--- config.mk ---
export PLATFORM = sky130hd
export DESIGN_NAME = psh_top
export DESIGN_NICKNAME = d
export VERILOG_FILES = /design/src/logic/psh_pkg.sv /design/src/logic/psh_top.sv
export SDC_FILE = /design/constraint.sdc
export NUM_CORES = 1
export LEC_CHECK = 0
export ABC_AREA = 1
export BUFFER_PORTS_ARGS = -buffer_cell sky130_fd_sc_hd__buf_2
export CORE_ASPECT_RATIO = 2
export CORE_MARGIN = 5
export CORE_UTILIZATION = 58
export CTS_CLUSTER_SIZE = 25
export DETAILED_ROUTE_END_ITERATION = 8
export PLACE_DENSITY = 0.85
export SKIP_LAST_GASP = 1
export SLEW_MARGIN = 20
export SYNTH_ARGS = -nofsm -noshare
export SYNTH_HDL_FRONTEND = slang
export SYNTH_SLANG_ARGS = --single-unit
export TNS_END_PERCENT = 50
--- constraint.sdc ---
create_clock -name ref_clk_i -period 3.6 [get_ports ref_clk_i]
set_input_delay 0.18 -clock ref_clk_i [delete_from_list [all_inputs] [get_ports ref_clk_i]]
set_output_delay 0.18 -clock ref_clk_i [all_outputs]
set_load 0.02 [all_outputs]
--- src/logic/psh_pkg.sv ---
// Package for the pin state hold block
package psh_pkg;
    localparam int unsigned PSH_NUM_PINS = 8;

    // Per-pin state selection codes
    localparam logic [1:0] PSH_SEL_LOW  = 2'h0;
    localparam logic [1:0] PSH_SEL_HIGH = 2'h1;
    localparam logic [1:0] PSH_SEL_HOLD = 2'h2;
    localparam logic [1:0] PSH_SEL_TRI  = 2'h3;

    // Cell vector layout {input, enable, output}
    localparam int unsigned PSH_CELL_IN  = 2;
    localparam int unsigned PSH_CELL_OE  = 1;
    localparam int unsigned PSH_CELL_OUT = 0;

    // Decoded cell values per selection
    localparam logic [2:0] PSH_CELLS_TRI  = 3'h4;
    localparam logic [2:0] PSH_CELLS_LOW  = 3'h6;
    localparam logic [2:0] PSH_CELLS_HIGH = 3'h3;

    // Reset values of the cells and pins
    localparam logic [2:0] PSH_CELLS_RST = 3'h4;
    localparam logic       PSH_PIN_RST   = 1'h0;

    // Register bus
    localparam int unsigned PSH_AW = 4;
    localparam logic [3:0] PSH_OFS_CTRL  = 4'h0;
    localparam logic [3:0] PSH_OFS_SEL   = 4'h1;
    localparam logic [3:0] PSH_OFS_IN    = 4'h2;
    localparam logic [3:0] PSH_OFS_OE    = 4'h3;
    localparam logic [3:0] PSH_OFS_OUT   = 4'h4;
    localparam logic [3:0] PSH_OFS_STAT  = 4'h5;
    localparam logic [3:0] PSH_OFS_LAST  = 4'h6;
    localparam int unsigned PSH_CTRL_MODE = 0;

    typedef enum logic [2:0] {
        PSH_ST_FUNC  = 3'b001,
        PSH_ST_HOLD  = 3'b010,
        PSH_ST_APPLY = 3'b100
    } psh_state_t;
endpackage

--- src/logic/psh_top.sv ---
// Pin state hold logic used while the device is being programmed
//
// Notes on behaviour
// RL1 - Each pin has an input cell, an output cell and an enable cell.
// RL2 - Selected state is applied on programming entry and held throughout.
// RL3 - Selection offers drive high, drive low, hold last level, tristate.
// RL4 - Simple mode decode: tri 1/0/0, low 1/1/0, high 0/1/1 (in/oe/out).
// RL5 - Hold choice captures last driven level into input and output cells; enable cell is set to 1.
// RL6 - Enable cell at 0 tristates the pin regardless of other cells.
// RL7 - Enable cell at 1 drives the output cell; input cell is ignored.
// RL8 - Changing a don't-care cell leaves the pin state unchanged.
// RL9 - Per-cell override mode loads each cell of each pin directly.
// RL10 - Simple mode guarantees only the pin output state.
// RL11 - Per-cell values take effect as the device leaves programming. The code also loads them on programming entry.
// RL12 - Outside programming the pins follow normal functional logic.
module psh_top #(
    parameter int unsigned NUM_PINS = psh_pkg::PSH_NUM_PINS
) (
    input  wire logic                       ref_clk_i,
    input  wire logic                       rstn_i,
    input  wire logic                       prog_mode_i,
    input  wire logic [NUM_PINS-1:0]        func_out_i,
    input  wire logic [NUM_PINS-1:0]        func_oe_i,
    input  wire logic [NUM_PINS-1:0]        pad_in_i,
    input  wire logic [psh_pkg::PSH_AW-1:0] reg_addr_i,
    input  wire logic [31:0]                reg_wdata_i,
    input  wire logic                       reg_wr_i,
    input  wire logic                       reg_rd_i,
    output logic      [31:0]                reg_rdata_o,
    output logic      [NUM_PINS-1:0]        pad_out_o,
    output logic      [NUM_PINS-1:0]        pad_oe_o,
    output logic      [NUM_PINS-1:0]        pad_in_o,
    output logic                            holding_o
);
    import psh_pkg::*;

    // Decode of one selection into {in, oe, out}
    function automatic logic [2:0] sel_cells(input logic [1:0] s, input logic lv);
        logic [2:0] c;
        c = PSH_CELLS_TRI;
        case (s)
            PSH_SEL_LOW:  c = PSH_CELLS_LOW;
            PSH_SEL_HIGH: c = PSH_CELLS_HIGH;
            PSH_SEL_HOLD: c = {lv, 1'b1, lv};
            default:      c = PSH_CELLS_TRI;
        endcase
        return c;
    endfunction

    // Synchronisers for the pin side inputs
    logic                prog_s1_q;
    logic                prog_s2_q;
    logic [NUM_PINS-1:0] pin_s1_q;
    logic [NUM_PINS-1:0] pin_s2_q;

    always_ff @(posedge ref_clk_i) begin
        if (!rstn_i) begin
            prog_s1_q <= 1'b0;
            prog_s2_q <= 1'b0;
            pin_s1_q  <= '0;
            pin_s2_q  <= '0;
        end else begin
            prog_s1_q <= prog_mode_i;
            prog_s2_q <= prog_s1_q;
            pin_s1_q  <= pad_in_i;
            pin_s2_q  <= pin_s1_q;
        end
    end

    // Configuration registers
    logic                  mode_q;
    logic [2*NUM_PINS-1:0] sel_q;
    logic [NUM_PINS-1:0]   ovr_in_q;
    logic [NUM_PINS-1:0]   ovr_oe_q;
    logic [NUM_PINS-1:0]   ovr_out_q;

    // Hold state registers
    psh_state_t          state_q;
    psh_state_t          state_d;
    logic [NUM_PINS-1:0] last_q;
    logic [NUM_PINS-1:0] cell_in_q;
    logic [NUM_PINS-1:0] cell_oe_q;
    logic [NUM_PINS-1:0] cell_out_q;

    wire wr_ctrl = reg_wr_i && (reg_addr_i == PSH_OFS_CTRL);
    wire wr_sel  = reg_wr_i && (reg_addr_i == PSH_OFS_SEL);
    wire wr_in   = reg_wr_i && (reg_addr_i == PSH_OFS_IN);
    wire wr_oe   = reg_wr_i && (reg_addr_i == PSH_OFS_OE);
    wire wr_out  = reg_wr_i && (reg_addr_i == PSH_OFS_OUT);

    always_ff @(posedge ref_clk_i) begin
        if (!rstn_i) begin
            mode_q    <= 1'b0;
            sel_q     <= '1;
            ovr_in_q  <= '1;
            ovr_oe_q  <= '0;
            ovr_out_q <= '0;
        end else begin
            if (wr_ctrl) mode_q <= reg_wdata_i[PSH_CTRL_MODE];
            if (wr_sel) sel_q <= reg_wdata_i[2*NUM_PINS-1:0];
            if (wr_in) ovr_in_q <= reg_wdata_i[NUM_PINS-1:0]; // RL9
            if (wr_oe) ovr_oe_q <= reg_wdata_i[NUM_PINS-1:0]; // RL9
            if (wr_out) ovr_out_q <= reg_wdata_i[NUM_PINS-1:0]; // RL9
        end
    end

    // Programming entry and exit
    wire prog_entry = prog_s2_q && (state_q == PSH_ST_FUNC);
    wire prog_exit  = !prog_s2_q && (state_q == PSH_ST_HOLD);

    always_comb begin
        state_d = state_q;
        case (state_q)
            PSH_ST_FUNC:  if (prog_s2_q) state_d = PSH_ST_HOLD;
            PSH_ST_HOLD:  if (!prog_s2_q) state_d = PSH_ST_APPLY;
            PSH_ST_APPLY: state_d = prog_s2_q ? PSH_ST_HOLD : PSH_ST_FUNC;
            default:      state_d = PSH_ST_FUNC;
        endcase
    end

    // Simple mode cells per pin
    logic [NUM_PINS-1:0] dec_in;
    logic [NUM_PINS-1:0] dec_oe;
    logic [NUM_PINS-1:0] dec_out;

    always_comb begin
        logic [2:0] c;
        c = PSH_CELLS_RST;
        for (int i = 0; i < NUM_PINS; i++) begin
            c          = sel_cells(sel_q[2*i +: 2], last_q[i]); // RL3 RL4 RL5 RL10
            dec_in[i]  = c[PSH_CELL_IN];
            dec_oe[i]  = c[PSH_CELL_OE];
            dec_out[i] = c[PSH_CELL_OUT];
        end
    end

    // Cells to load: override mode bypasses the decode
    wire [NUM_PINS-1:0] load_in  = mode_q ? ovr_in_q : dec_in; // RL9
    wire [NUM_PINS-1:0] load_oe  = mode_q ? ovr_oe_q : dec_oe; // RL9
    wire [NUM_PINS-1:0] load_out = mode_q ? ovr_out_q : dec_out; // RL9

    // Last driven level tracks the functional output until entry
    wire [NUM_PINS-1:0] last_d = func_out_i;

    always_ff @(posedge ref_clk_i) begin
        if (!rstn_i) begin
            state_q    <= PSH_ST_FUNC;
            last_q     <= '0;
            cell_in_q  <= {NUM_PINS{PSH_CELLS_RST[PSH_CELL_IN]}};
            cell_oe_q  <= {NUM_PINS{PSH_CELLS_RST[PSH_CELL_OE]}};
            cell_out_q <= {NUM_PINS{PSH_CELLS_RST[PSH_CELL_OUT]}};
        end else begin
            state_q <= state_d;
            if (state_q == PSH_ST_FUNC) last_q <= last_d; // RL5
            if (prog_entry || prog_exit) begin
                cell_in_q  <= load_in; // RL1 RL2 RL11
                cell_oe_q  <= load_oe; // RL1 RL2 RL11
                cell_out_q <= load_out; // RL1 RL2 RL11
            end
        end
    end

    // Pin drive: cells while holding, otherwise functional logic (synchronised pad_in_i for pad_in_o)
    wire                holding = (state_q != PSH_ST_FUNC);
    wire [NUM_PINS-1:0] drv_oe  = holding ? cell_oe_q : func_oe_i; // RL6 RL12
    wire [NUM_PINS-1:0] drv_out = holding ? (cell_out_q & cell_oe_q)
                                          : func_out_i; // RL7 RL8 RL12
    wire [NUM_PINS-1:0] drv_in  = holding ? cell_in_q : pin_s2_q;

    always_ff @(posedge ref_clk_i) begin
        if (!rstn_i) begin
            pad_oe_o  <= '0;
            pad_out_o <= {NUM_PINS{PSH_PIN_RST}};
            pad_in_o  <= '0;
            holding_o <= 1'b0;
        end else begin
            pad_oe_o  <= drv_oe; // RL6
            pad_out_o <= drv_out; // RL7
            pad_in_o  <= drv_in;
            holding_o <= holding; // RL2
        end
    end

    // Register read data
    logic [31:0] rd_d;
    always_comb begin
        rd_d = '0;
        case (reg_addr_i)
            PSH_OFS_CTRL: rd_d[PSH_CTRL_MODE] = mode_q;
            PSH_OFS_SEL:  rd_d[2*NUM_PINS-1:0] = sel_q;
            PSH_OFS_IN:   rd_d[NUM_PINS-1:0] = ovr_in_q;
            PSH_OFS_OE:   rd_d[NUM_PINS-1:0] = ovr_oe_q;
            PSH_OFS_OUT:  rd_d[NUM_PINS-1:0] = ovr_out_q;
            PSH_OFS_STAT: rd_d[2:0] = state_q;
            PSH_OFS_LAST: rd_d[NUM_PINS-1:0] = last_q;
            default:      rd_d = '0;
        endcase
    end

    always_ff @(posedge ref_clk_i) begin
        if (!rstn_i) reg_rdata_o <= '0;
        else reg_rdata_o <= reg_rd_i ? rd_d : '0;
    end
endmodule

# --- After elaboration in Yosys (flattened, before gate mapping) ---
# Index checks and enable logic that the tools add are counted.
word_totals:
  reg_bits: 151
  inputBits: 65
  out_inout_bits: 57
  word_cells: 92
op_classes:
  n_eq_ne: 28
  mux: 21
  bitwise: 1
  reduce_logical: 21
ops:
  columns: ["op", "count"]
  rows:
  - ["3-bit one-hot mux with 3 select lines", 9]
  - ["8-bit 2-to-1 mux", 6]
  - ["5-bit one-hot mux with 5 select lines", 1]
  - ["2-bit by 1-bit == test with 1-bit output, second input constant", 8]
  - ["2-bit == test, second input constant", 8]
  - ["2-bit logical NOT", 8]
  - ["4-bit by 3-bit == test with 1-bit output, second input constant", 3]
  - ["2-bit one-hot mux with 6 select lines", 1]
  - ["8-bit bitwise AND", 1]
  - ["4-bit by 2-bit == test with 1-bit output, second input constant", 2]
  - ["1-bit logical AND", 7]
  - ["1-bit one-hot mux with 7 select lines", 1]
  - ["3-bit 2-to-1 mux", 2]
  - ["4-bit by 1-bit == test with 1-bit output, second input constant", 1]
  - ["4-bit logical NOT", 1]
  - ["2-bit != test, second input constant", 2]
  - ["2-bit AND reduction", 2]
  - ["3-bit by 1-bit == test with 1-bit output, second input constant", 1]
  - ["3-bit by 2-bit == test with 1-bit output, second input constant", 1]
  - ["3-bit == test, second input constant", 1]
  - ["3-bit by 1-bit != test with 1-bit output, second input constant", 1]
  - ["3-bit AND reduction", 1]
  - ["2-bit 2-to-1 mux", 1]
  - ["1-bit logical NOT", 1]
  - ["1-bit logical OR", 1]

# --- Depth between registers and ports, before layout ---
# Gate-level depths: netlist of the first run.
depth:
  ltp_word: 3
  mapped_depth: 9
  depth_no_buf: 8

# --- Worst setup path before layout of the first run ---
# OpenSTA, ideal clock, no wires.
synth_path:
  kind: "register -> register"
  startpoint: "register state_q[2]"
  endpoint: "register cell_in_q[6]"
  setup_ns: 0.134
  arrival_ns: 1.045
  t_required_ns: 3.466
  setup_slack_ns: 2.421
  path_stages_with_launch: 9
  path_buffers: 2
  period_less_slack_ns: 1.179
  cell_sequence: "dfxtp_1 > inv_1 > nand3_2 > inv_1 > nand2_1 > buf_2 > buf_6 > nand3_1 > nand3_1"
synth_via:
  elab_chain_len: 3
  word_cells_on_any_way: 5
  cone_classes: "eq/ne: 2; reduce/logical: 3"
synth_lines:
  columns: ["element", "line", "source"]
  rows:
  - ["from (decl)", "psh_top.sv:78", "psh_state_t state_q;"]
  - ["from (signal assigned)", "psh_top.sv:153", "state_q <= state_d;"]
  - ["3-bit by 1-bit == test with 1-bit output or 3-bit by 2-bit == test with 1-bit output (tied branches)", "psh_top.sv:108, psh_top.sv:109", null]
  - ["1-bit logical AND, on equally long branches", "psh_top.sv:108, psh_top.sv:109", null]
  - ["1-bit logical OR (*)", "psh_top.sv:155", "if (prog_entry || prog_exit) begin"]
  - ["to (signal assigned)", "psh_top.sv:149", "cell_in_q <= {NUM_PINS{PSH_CELLS_RST[PSH_CELL_IN]}};"]
  - ["to (signal assigned)", "psh_top.sv:156", "cell_in_q <= load_in;"]
  - ["to (decl)", "psh_top.sv:81", "logic [NUM_PINS-1:0] cell_in_q;"]
# Mark *: on every way between the ends. The rest lies on a longest branch, timed or not.
# A chain may end at the register's enable or synchronous reset.

# --- Final worst setup path of the first run ---
layout_path:
  startpoint: "register state_q[1]"
  endpoint: "register cell_oe_q[6]"
layout_via:
  elab_chain_len: 3
  word_cells_on_any_way: 5
  cone_classes: "eq/ne: 2; reduce/logical: 3"
layout_lines:
  columns: ["element", "line", "source"]
  rows:
  - ["3-bit by 1-bit == test with 1-bit output or 3-bit by 2-bit == test with 1-bit output (tied branches)", "psh_top.sv:108, psh_top.sv:109", null]
  - ["1-bit logical AND, on equally long branches", "psh_top.sv:108, psh_top.sv:109", null]
  - ["1-bit logical OR (*)", "psh_top.sv:155", null]
  - ["to (signal assigned)", "psh_top.sv:150", "cell_oe_q <= {NUM_PINS{PSH_CELLS_RST[PSH_CELL_OE]}};"]
  - ["to (signal assigned)", "psh_top.sv:157", "cell_oe_q <= load_oe;"]
  - ["to (decl)", "psh_top.sv:82", "logic [NUM_PINS-1:0] cell_oe_q;"]
# Marked as above.

==> impl_summary.md, run 1 <==
STA
On the final layout, the worst hold slack is approximately 0.006 ns. Setup violations remaining at the end of the flow were counted as 0. The number of endpoints with negative hold slack in the final report is 0. The worst path in the final design needs a cycle of 2.28 ns, including I/O delays and setup. Summed over all failing endpoints, the final setup total negative slack is 0 ns. The worst clock skew is slightly above 0.007 ns. The maximum clock frequency is about 440 MHz. The normalized max-slew margin is 50.6%. Setup repair after global routing left no endpoint under its margin. The slew at the pin closest to its max-slew limit is ~0.74 ns. The number of max-slew violations in the final report came to 0. The final critical path takes up ~63% of the cycle.

Detailed routing
In the routed design, unresolved DRC markers number 0. The number of detailed-route iterations in the first pass is 8. The detailed router finished its first iteration with about 480 violations. The via count is 5267.

The post-detailed-route count of antenna-violating nets is 0. The mean routed wirelength per cell is approximately 16 um. After detailed routing, the number of vias per cell comes to around 5.5. The total wirelength of the detailed-routed design is 14700 um.

Clocking
The number of gates resized after CTS is 0. The clock net in this run drives a total of approximately 140 sinks. After clock tree synthesis, the clock-pin slew on the worst setup and hold paths is roughly 0.06 ns.

The cts-stage hold buffer count is 13. The H-tree was split into 4 levels. Clock tree synthesis selected as its root buffer the cell clkbuf_16.

Once the clock tree was built, the setup fixing pass inserted 0 buffers. The maximum count of clock buffers along a single path is 2. The CTS tree is built. The insertion delay to the later sink of the worst-skew pair is approximately 0.42 ns. TritonCTS created 17 clock buffers.

Worst setup path
Data on the critical path is required at its endpoint by approximately 4.0 ns. The type of the setup path with the least slack is reg -> reg. The worst flop-to-flop path endpoint is cell_oe_q[6]. The arrival time of data at the critical path endpoint is approximately 2.6 ns. The reg-to-reg critical path startpoint is state_q[1]. Setup slack on the worst reg-to-reg path comes out at around 1.3 ns. Along the worst path, the maximum fanout reaches 24.

The length in cells of the worst reg-to-reg path is 10. The category of the worst setup path capture point is a flip-flop. The worst setup path is launched from a flip-flop.

Place
The placed wire-length estimate is 10100 um. Routability-driven placement finished with a final weighted congestion of 0.946. The count of buffers added on input and output ports is 89.

Floorplanning
The core box area is between 9000 and 10000 sq um. The floorplan row count is 50. The die covers about 12000 sq um. The vertical die dimension is 148 um.

The floorplan step set the die width to 79.0 um. For this configuration, the core starts out at a cell density of between 50% and 60%. The boundary pin count is 122.

Global route
Global routing finished with a remaining overflow of 0. Entering global routing, the biggest net connects 74 pins. The number of global-route vias before repair is just over 5k. Across every metal layer, demand over resource in global routing totals roughly 25%. The first global-routing pass estimated between 20000 and 25000 um of wire. The initial antenna violation count is 0.

Power and ir drop
The leakage power is roughly 3.3 nW. In this run the power density over the cells is between 500 and 600 nW/um^2. The worst-case IR drop observed on VDD is roughly 0.00039 V.

Job
Max-cap violations in this run came to 0.

Synthesis
The biggest area contributor in the post-synthesis netlist is dfxtp_1. Sequential cells were found to cover roughly 49% of the synthesized design area. By area the synthesized netlist is led by dfxtp_1 (49%), nand2_1 (13%), nand3_1 (7.8%).

The synthesized area per cell is roughly 7.4 sq um. Synthesis produced 743 cells. The area share of the largest cell type after synthesis is about half. The post-synthesis instance area is approximately 5500 sq um. Yosys printed 0 warnings.

The flip-flop and latch count after synthesis is roughly 140. The count of cell types in the netlist is 26.

Cells and area
The layout net count is 900. 0 antenna diodes ended up in the layout. In the layout the commonest cells are nand2_1 (195), dfxtp_1 (135), buf_2 (89). The area growth from synthesis to layout is 19.8%. Leaving out fill and tap cells, the most frequent cell in the layout is nand2_1. Of the cells placed in the final design, the portion with a size suffix greater than 1 is approximately 16%.

Hold path
The worst hold path was traced through 3 stages. The class of the tightest hold or removal check is in -> reg. The worst hold endpoint is sel_q[10]. The startpoint identified for the worst hold timing path is reg_wdata_i[10].

Outcome
The flow ran to the end, and the final reports show no timing, DRC or antenna violations.
[kinds of logic after synthesis]
logic type             synth area share [%]
AOI/OAI and AO/OA                      11.8
buffers and inverters                  11.0
DFF                                    48.9
other                                0.0678
and+or+nand+nor                        28.2
[final cells by class]
type / instances / area [sq um]
inverter: 78 / 293
tap: 104 / 130
timing repair buffer: 109 / 628
multi-input combinational: 494 / 2270
sequential: 135 / 2700
clock buffer: 22 / 474
fill: 710 / 2700
clock inverter: 8 / 123
[layer usage]
layer	part of all wire [%]	GRT usage, %	vias to the layer above
met2	51	44.6	292
met3	7.3	6.12	62
met4	4.3	13.8	0
li1	-	-	2530
met1	37	27.8	2383
met5	0	0	-
[per-stage QoR]
stage	total power, mW	instance area (sq um)	setup WS, ns	utilization [%]	cells
finish	3.63	6620	1.32	71.0	950
global route	3.75	6620	1.14	71.0	950
CTS	3.63	6620	1.37	71.0	950
detailed placement	1.89	5900	1.43	63.2	907
global placement	1.89	5900	1.53	63.2	907
floorplan	1.81	5580	2.42	-	758
[report_power, final]
part / switching (mW) / internal [mW]
sequential: 0.0292 / 1.56
clock: 0.617 / 1.13
combinational: 0.201 / 0.0985
total: 0.847 / 2.79
[flip-flops by register name (all words and copies together) (netlist names)]
name,flops
reg_rdata_o,16
sel_q,16
cell_in_q,8
cell_oe_q,8
cell_out_q,8
last_q,8
ovr_in_q,8
ovr_oe_q,8
ovr_out_q,8
pad_in_o,8
pad_oe_o,8
pad_out_o,8
pin_s1_q,8
pin_s2_q,8
state_q,3
holding_o,1
mode_q,1
prog_s1_q,1
prog_s2_q,1
[Yosys cell counts (all sizes together)]
cell type,instances
nand2,197
dfxtp,135
nand3,88
inv,76
nor2,67
o21ai,59
buf,39
a21oi,38
o211ai,17
clkbuf,12
nand3b,5
a211oi,4
clkinv,2
nand4,2
conb,1
o21a,1
[how the worst max path moves through the flow]
| stage | startpoint | to |
|---|---|---|
| 2_1_floorplan | state_q[2] | cell_in_q[6] |
| 3_3_place_gp | state_q[1] | cell_oe_q[0] |
| 3_5_place_dp | state_q[1] | cell_oe_q[1] |
| 4_1_cts | state_q[1] | cell_oe_q[5] |
| 5_1_grt | state_q[2] | cell_oe_q[2] |
| 6_report | state_q[1] | cell_oe_q[6] |
[critical path, cell delays in order (launching register included)]
cell	delay, ns
dfxtp_1	0.39
inv_1	0.08
nand3_2	0.06
buf_4	0.25
inv_1	0.08
nand2_1	0.51
nand2_1	0.10
buf_4	0.24
inv_1	0.26
nor2_1	0.08
nor2_1	0.12
Note: power is estimated with default switching activity, not from simulation.
==> run 2, diff against run 1 <==
--- a/config.mk
+++ b/config.mk
@@ -9,10 +9,10 @@
 export BUFFER_PORTS_ARGS = -buffer_cell sky130_fd_sc_hd__buf_2
 export CORE_ASPECT_RATIO = 2
 export CORE_MARGIN = 5
-export CORE_UTILIZATION = 58
+export CORE_UTILIZATION = 54
 export CTS_CLUSTER_SIZE = 25
 export DETAILED_ROUTE_END_ITERATION = 8
-export PLACE_DENSITY = 0.85
+export PLACE_DENSITY = 0.79
 export SKIP_LAST_GASP = 1
 export SLEW_MARGIN = 20
 export SYNTH_ARGS = -nofsm -noshare
==> constraint.sdc (replaced) <==
create_clock -name ref_clk_i -period 2.4 [get_ports ref_clk_i]
set_input_delay 0.12 -clock ref_clk_i [delete_from_list [all_inputs] [get_ports ref_clk_i]]
set_output_delay 0.12 -clock ref_clk_i [all_outputs]
set_load 0.02 [all_outputs]
==> impl_summary.md, run 2 (synthesis gave the netlist of run 1 again) <==
Outcome
The run finished with clean final reports.

Place
The final weighted congestion of routability-driven global placement is 0.896 (-5.3%). The placed wire-length estimate was 10500 um (+3.8%). The minimum setup slack after placement came to 0.894 ns (-0.532 ns). The number of buffers added on ports is 89 (unchanged). The instance count after placement with tap cells included is 943 (+4.0%).

Floorplanning
The vertical die dimension came to 153 um (+3.4%). The die footprint is 12500 sq um (+6.7%). The initial standard-cell utilization of the core came to 54.8% (-4.5 points).

The die extent in x is 81.5 um (+3.2%). The floorplan row count is 52 (+4.0%). The boundary pin count is 122 (unchanged). The core box area was 10100 sq um (+8.2%).

Detailed routing
The number of detailed-route iterations in the first pass was 5 (-3). The iteration-0 DRC count of the detailed router came to 291 (-40%). The mean routed wirelength per cell is 14.6 um (-5.6%). The DRC violation count after routing is 0 (unchanged). The post-detailed-route count of antenna-violating nets is 0 (unchanged).

The via count came to 5223 (-0.84%). The detail-routed via count per cell is 5.15 (-7.2%). The total wirelength of the detailed-routed design was 14900 um (+0.88%).

Global route
The number of global-route vias before repair is 5201 (+2.6%). The wire length of the first global-routing pass is 24100 um (+1.7%). The maximum number of pins on one net before global-route repair came to 70 (-5.4%).

The initial antenna violation count is 0 (unchanged). The global-route congestion overflow total is 0 (unchanged). The global-route usage over all layers came to 24.9% (-0.62 points).

STA
The number of endpoints with negative hold slack in the final report is 0 (unchanged). The final number of setup-violating endpoints is 0 (unchanged). The setup slack after layout is 0.876 ns (-0.448 ns).

The period utilization is a little under two thirds. Setup repair after global routing left no endpoint under its margin. The maximum clock frequency is roughly 660 MHz. The slew at the pin closest to its max-slew limit is 0.690 ns (-0.0504 ns).

The worst clock skew is 0.00458 ns (-0.00267 ns). The final critical path time including I/O delays and setup is 1.52 ns. The number of max-slew violations in the final report is 0 (unchanged). The normalized max-slew margin is 54.0% (+3.4 points). The summed negative setup slack over all endpoints came to 0 ns (unchanged).

Clocking
The insertion delay to the later sink of the worst-skew pair came to 0.42 ns (about the same). The buffer cell driving the clock tree root is clkbuf_16. The maximum count of clock buffers along a single path is 2 (unchanged). The cts-stage hold buffer count is 40 (+27). The maximum level of the CTS H-tree is 4 (unchanged). The clock sink count is 135 (unchanged). The post-CTS setup-driven buffer insertion count is 0 (unchanged). The CTS tree is built. The number of CTS-inserted buffers came to 17 (unchanged). The number of gates resized after CTS is 0 (unchanged). The clock transition at the registers of the reported paths is 0.06 ns (about the same).

Hold path
In this run the most critical hold path is launched from func_out_i[5]. The class of the tightest hold or removal check is in -> reg.

Worst setup path
The arrival time of data at the critical path endpoint is 1.86 ns (-0.76 ns). The signal on the critical path passes through dlygate4sd3_1, buf_2, buf_4, nand3_1, o21ai_0. The critical path data required time is 2.73 ns (-1.22 ns). The slowest cell on the critical path is buf_4.

The startpoint identified for the worst register-to-register timing path is state_q[2]. The worst setup path is captured at a flip-flop. The peak fanout along the critical path came to 69 (+190%). The biggest cell delay along the critical path is 0.59 ns (+0.08 ns). The kind of cell with the highest combined delay on the critical path is buffers and inverters.

STA classifies the critical path startpoint as a primary input. The type of the setup path with the least slack is in -> reg. In this run the worst setup path begins at rstn_i. The critical path buffer and inverter count is 3 (-2).

Power and ir drop
The leakage power is 3.44 nW (+5.4%). The maximum vdd drop was 0.000623 V (+61%). The overall power consumption is 5.76 mW (+58%). The power density over cell area came to 818 nW/um^2 (+49%).

Job
The count of maximum capacitance violations is 0 (unchanged).

Cells and area
From synthesis to final layout, the design area changed by 27.3%. The library cell used most frequently in the layout, excluding fill and tap cells, is nand2_1. The largest registers in the layout are reg_rdata_o: 16 flops, sel_q: 16 flops. The count of placed standard cells in the final layout, fillers left out is 1015 (+6.8%). The number of diodes is 0 (unchanged). The share of cells above drive strength 1 is 16.4% (+0.29 points). Leaving out fill and tap cells, the most frequent cells in the layout are nand2_1 (195), dfxtp_1 (135), buf_2 (89). The layout net count is 932 (+3.6%).
run 2: cell types whose count changed in the layout (fill, tap and decap cells not counted), sizes merged:
| cell | before | now |
|---|---|---|
| inv | 76 | 77 |
| buf | 96 | 101 |
| bufinv | 3 | 5 |
| clkbuf | 22 | 21 |
| dlygate4sd3 | 13 | 40 |
| clkinv | 4 | 6 |
| clkinvlp | 3 | 1 |
run 2: routing by layer:
layer / up-vias / track usage, % / wire length, um
li1: 2594 / - / -
met2: 210 / 43.7 / 7900
met3: 47 / 5.06 / 759
met1: 2372 / 26.7 / 5610
met5: - / 0 / 0
met4: 0 / 13.5 / 590
run 2: area by class of cell:
class	count	area, sq um
Clock inverter	11	194
Timing Repair Buffer	141	936
Tap cell	135	169
Sequential cell	135	2700
Clock buffer	21	470
Inverter	78	293
Multi-Input combinational cell	494	2270
Fill cell	813	3050
run 2: per-stage QoR:
stage,hold slack (ns),util [%],instance area (sq um)
floorplan,0.218,-,5580
global placement,0.303,59.2,5970
detailed placement,0.309,59.2,5970
CTS,0.0298,69.8,7040
global route,0.0357,69.8,7040
finish,0.0349,69.8,7040
run 2: worst paths after layout:
kind,endpoint,slack [ns],cells past startpoint
setup / recovery,pad_out_o[2],0.88,5
hold / removal,last_q[5],0.03,3
setup reg to reg,last_q[2],0.88,6
hold reg to reg,pin_s2_q[0],0.42,2
run 2: power by group:
group	internal, mW	total, mW	switching [mW]
clock	1.93	2.89	0.964
combinational	0.182	0.487	0.305
sequential	2.33	2.38	0.0440
total	4.44	5.76	1.31
run 2: tightest hold or removal path: stages:
cell and delay, ns:
buf_2 0.08, nand3_1 0.11, o21ai_0 0.10
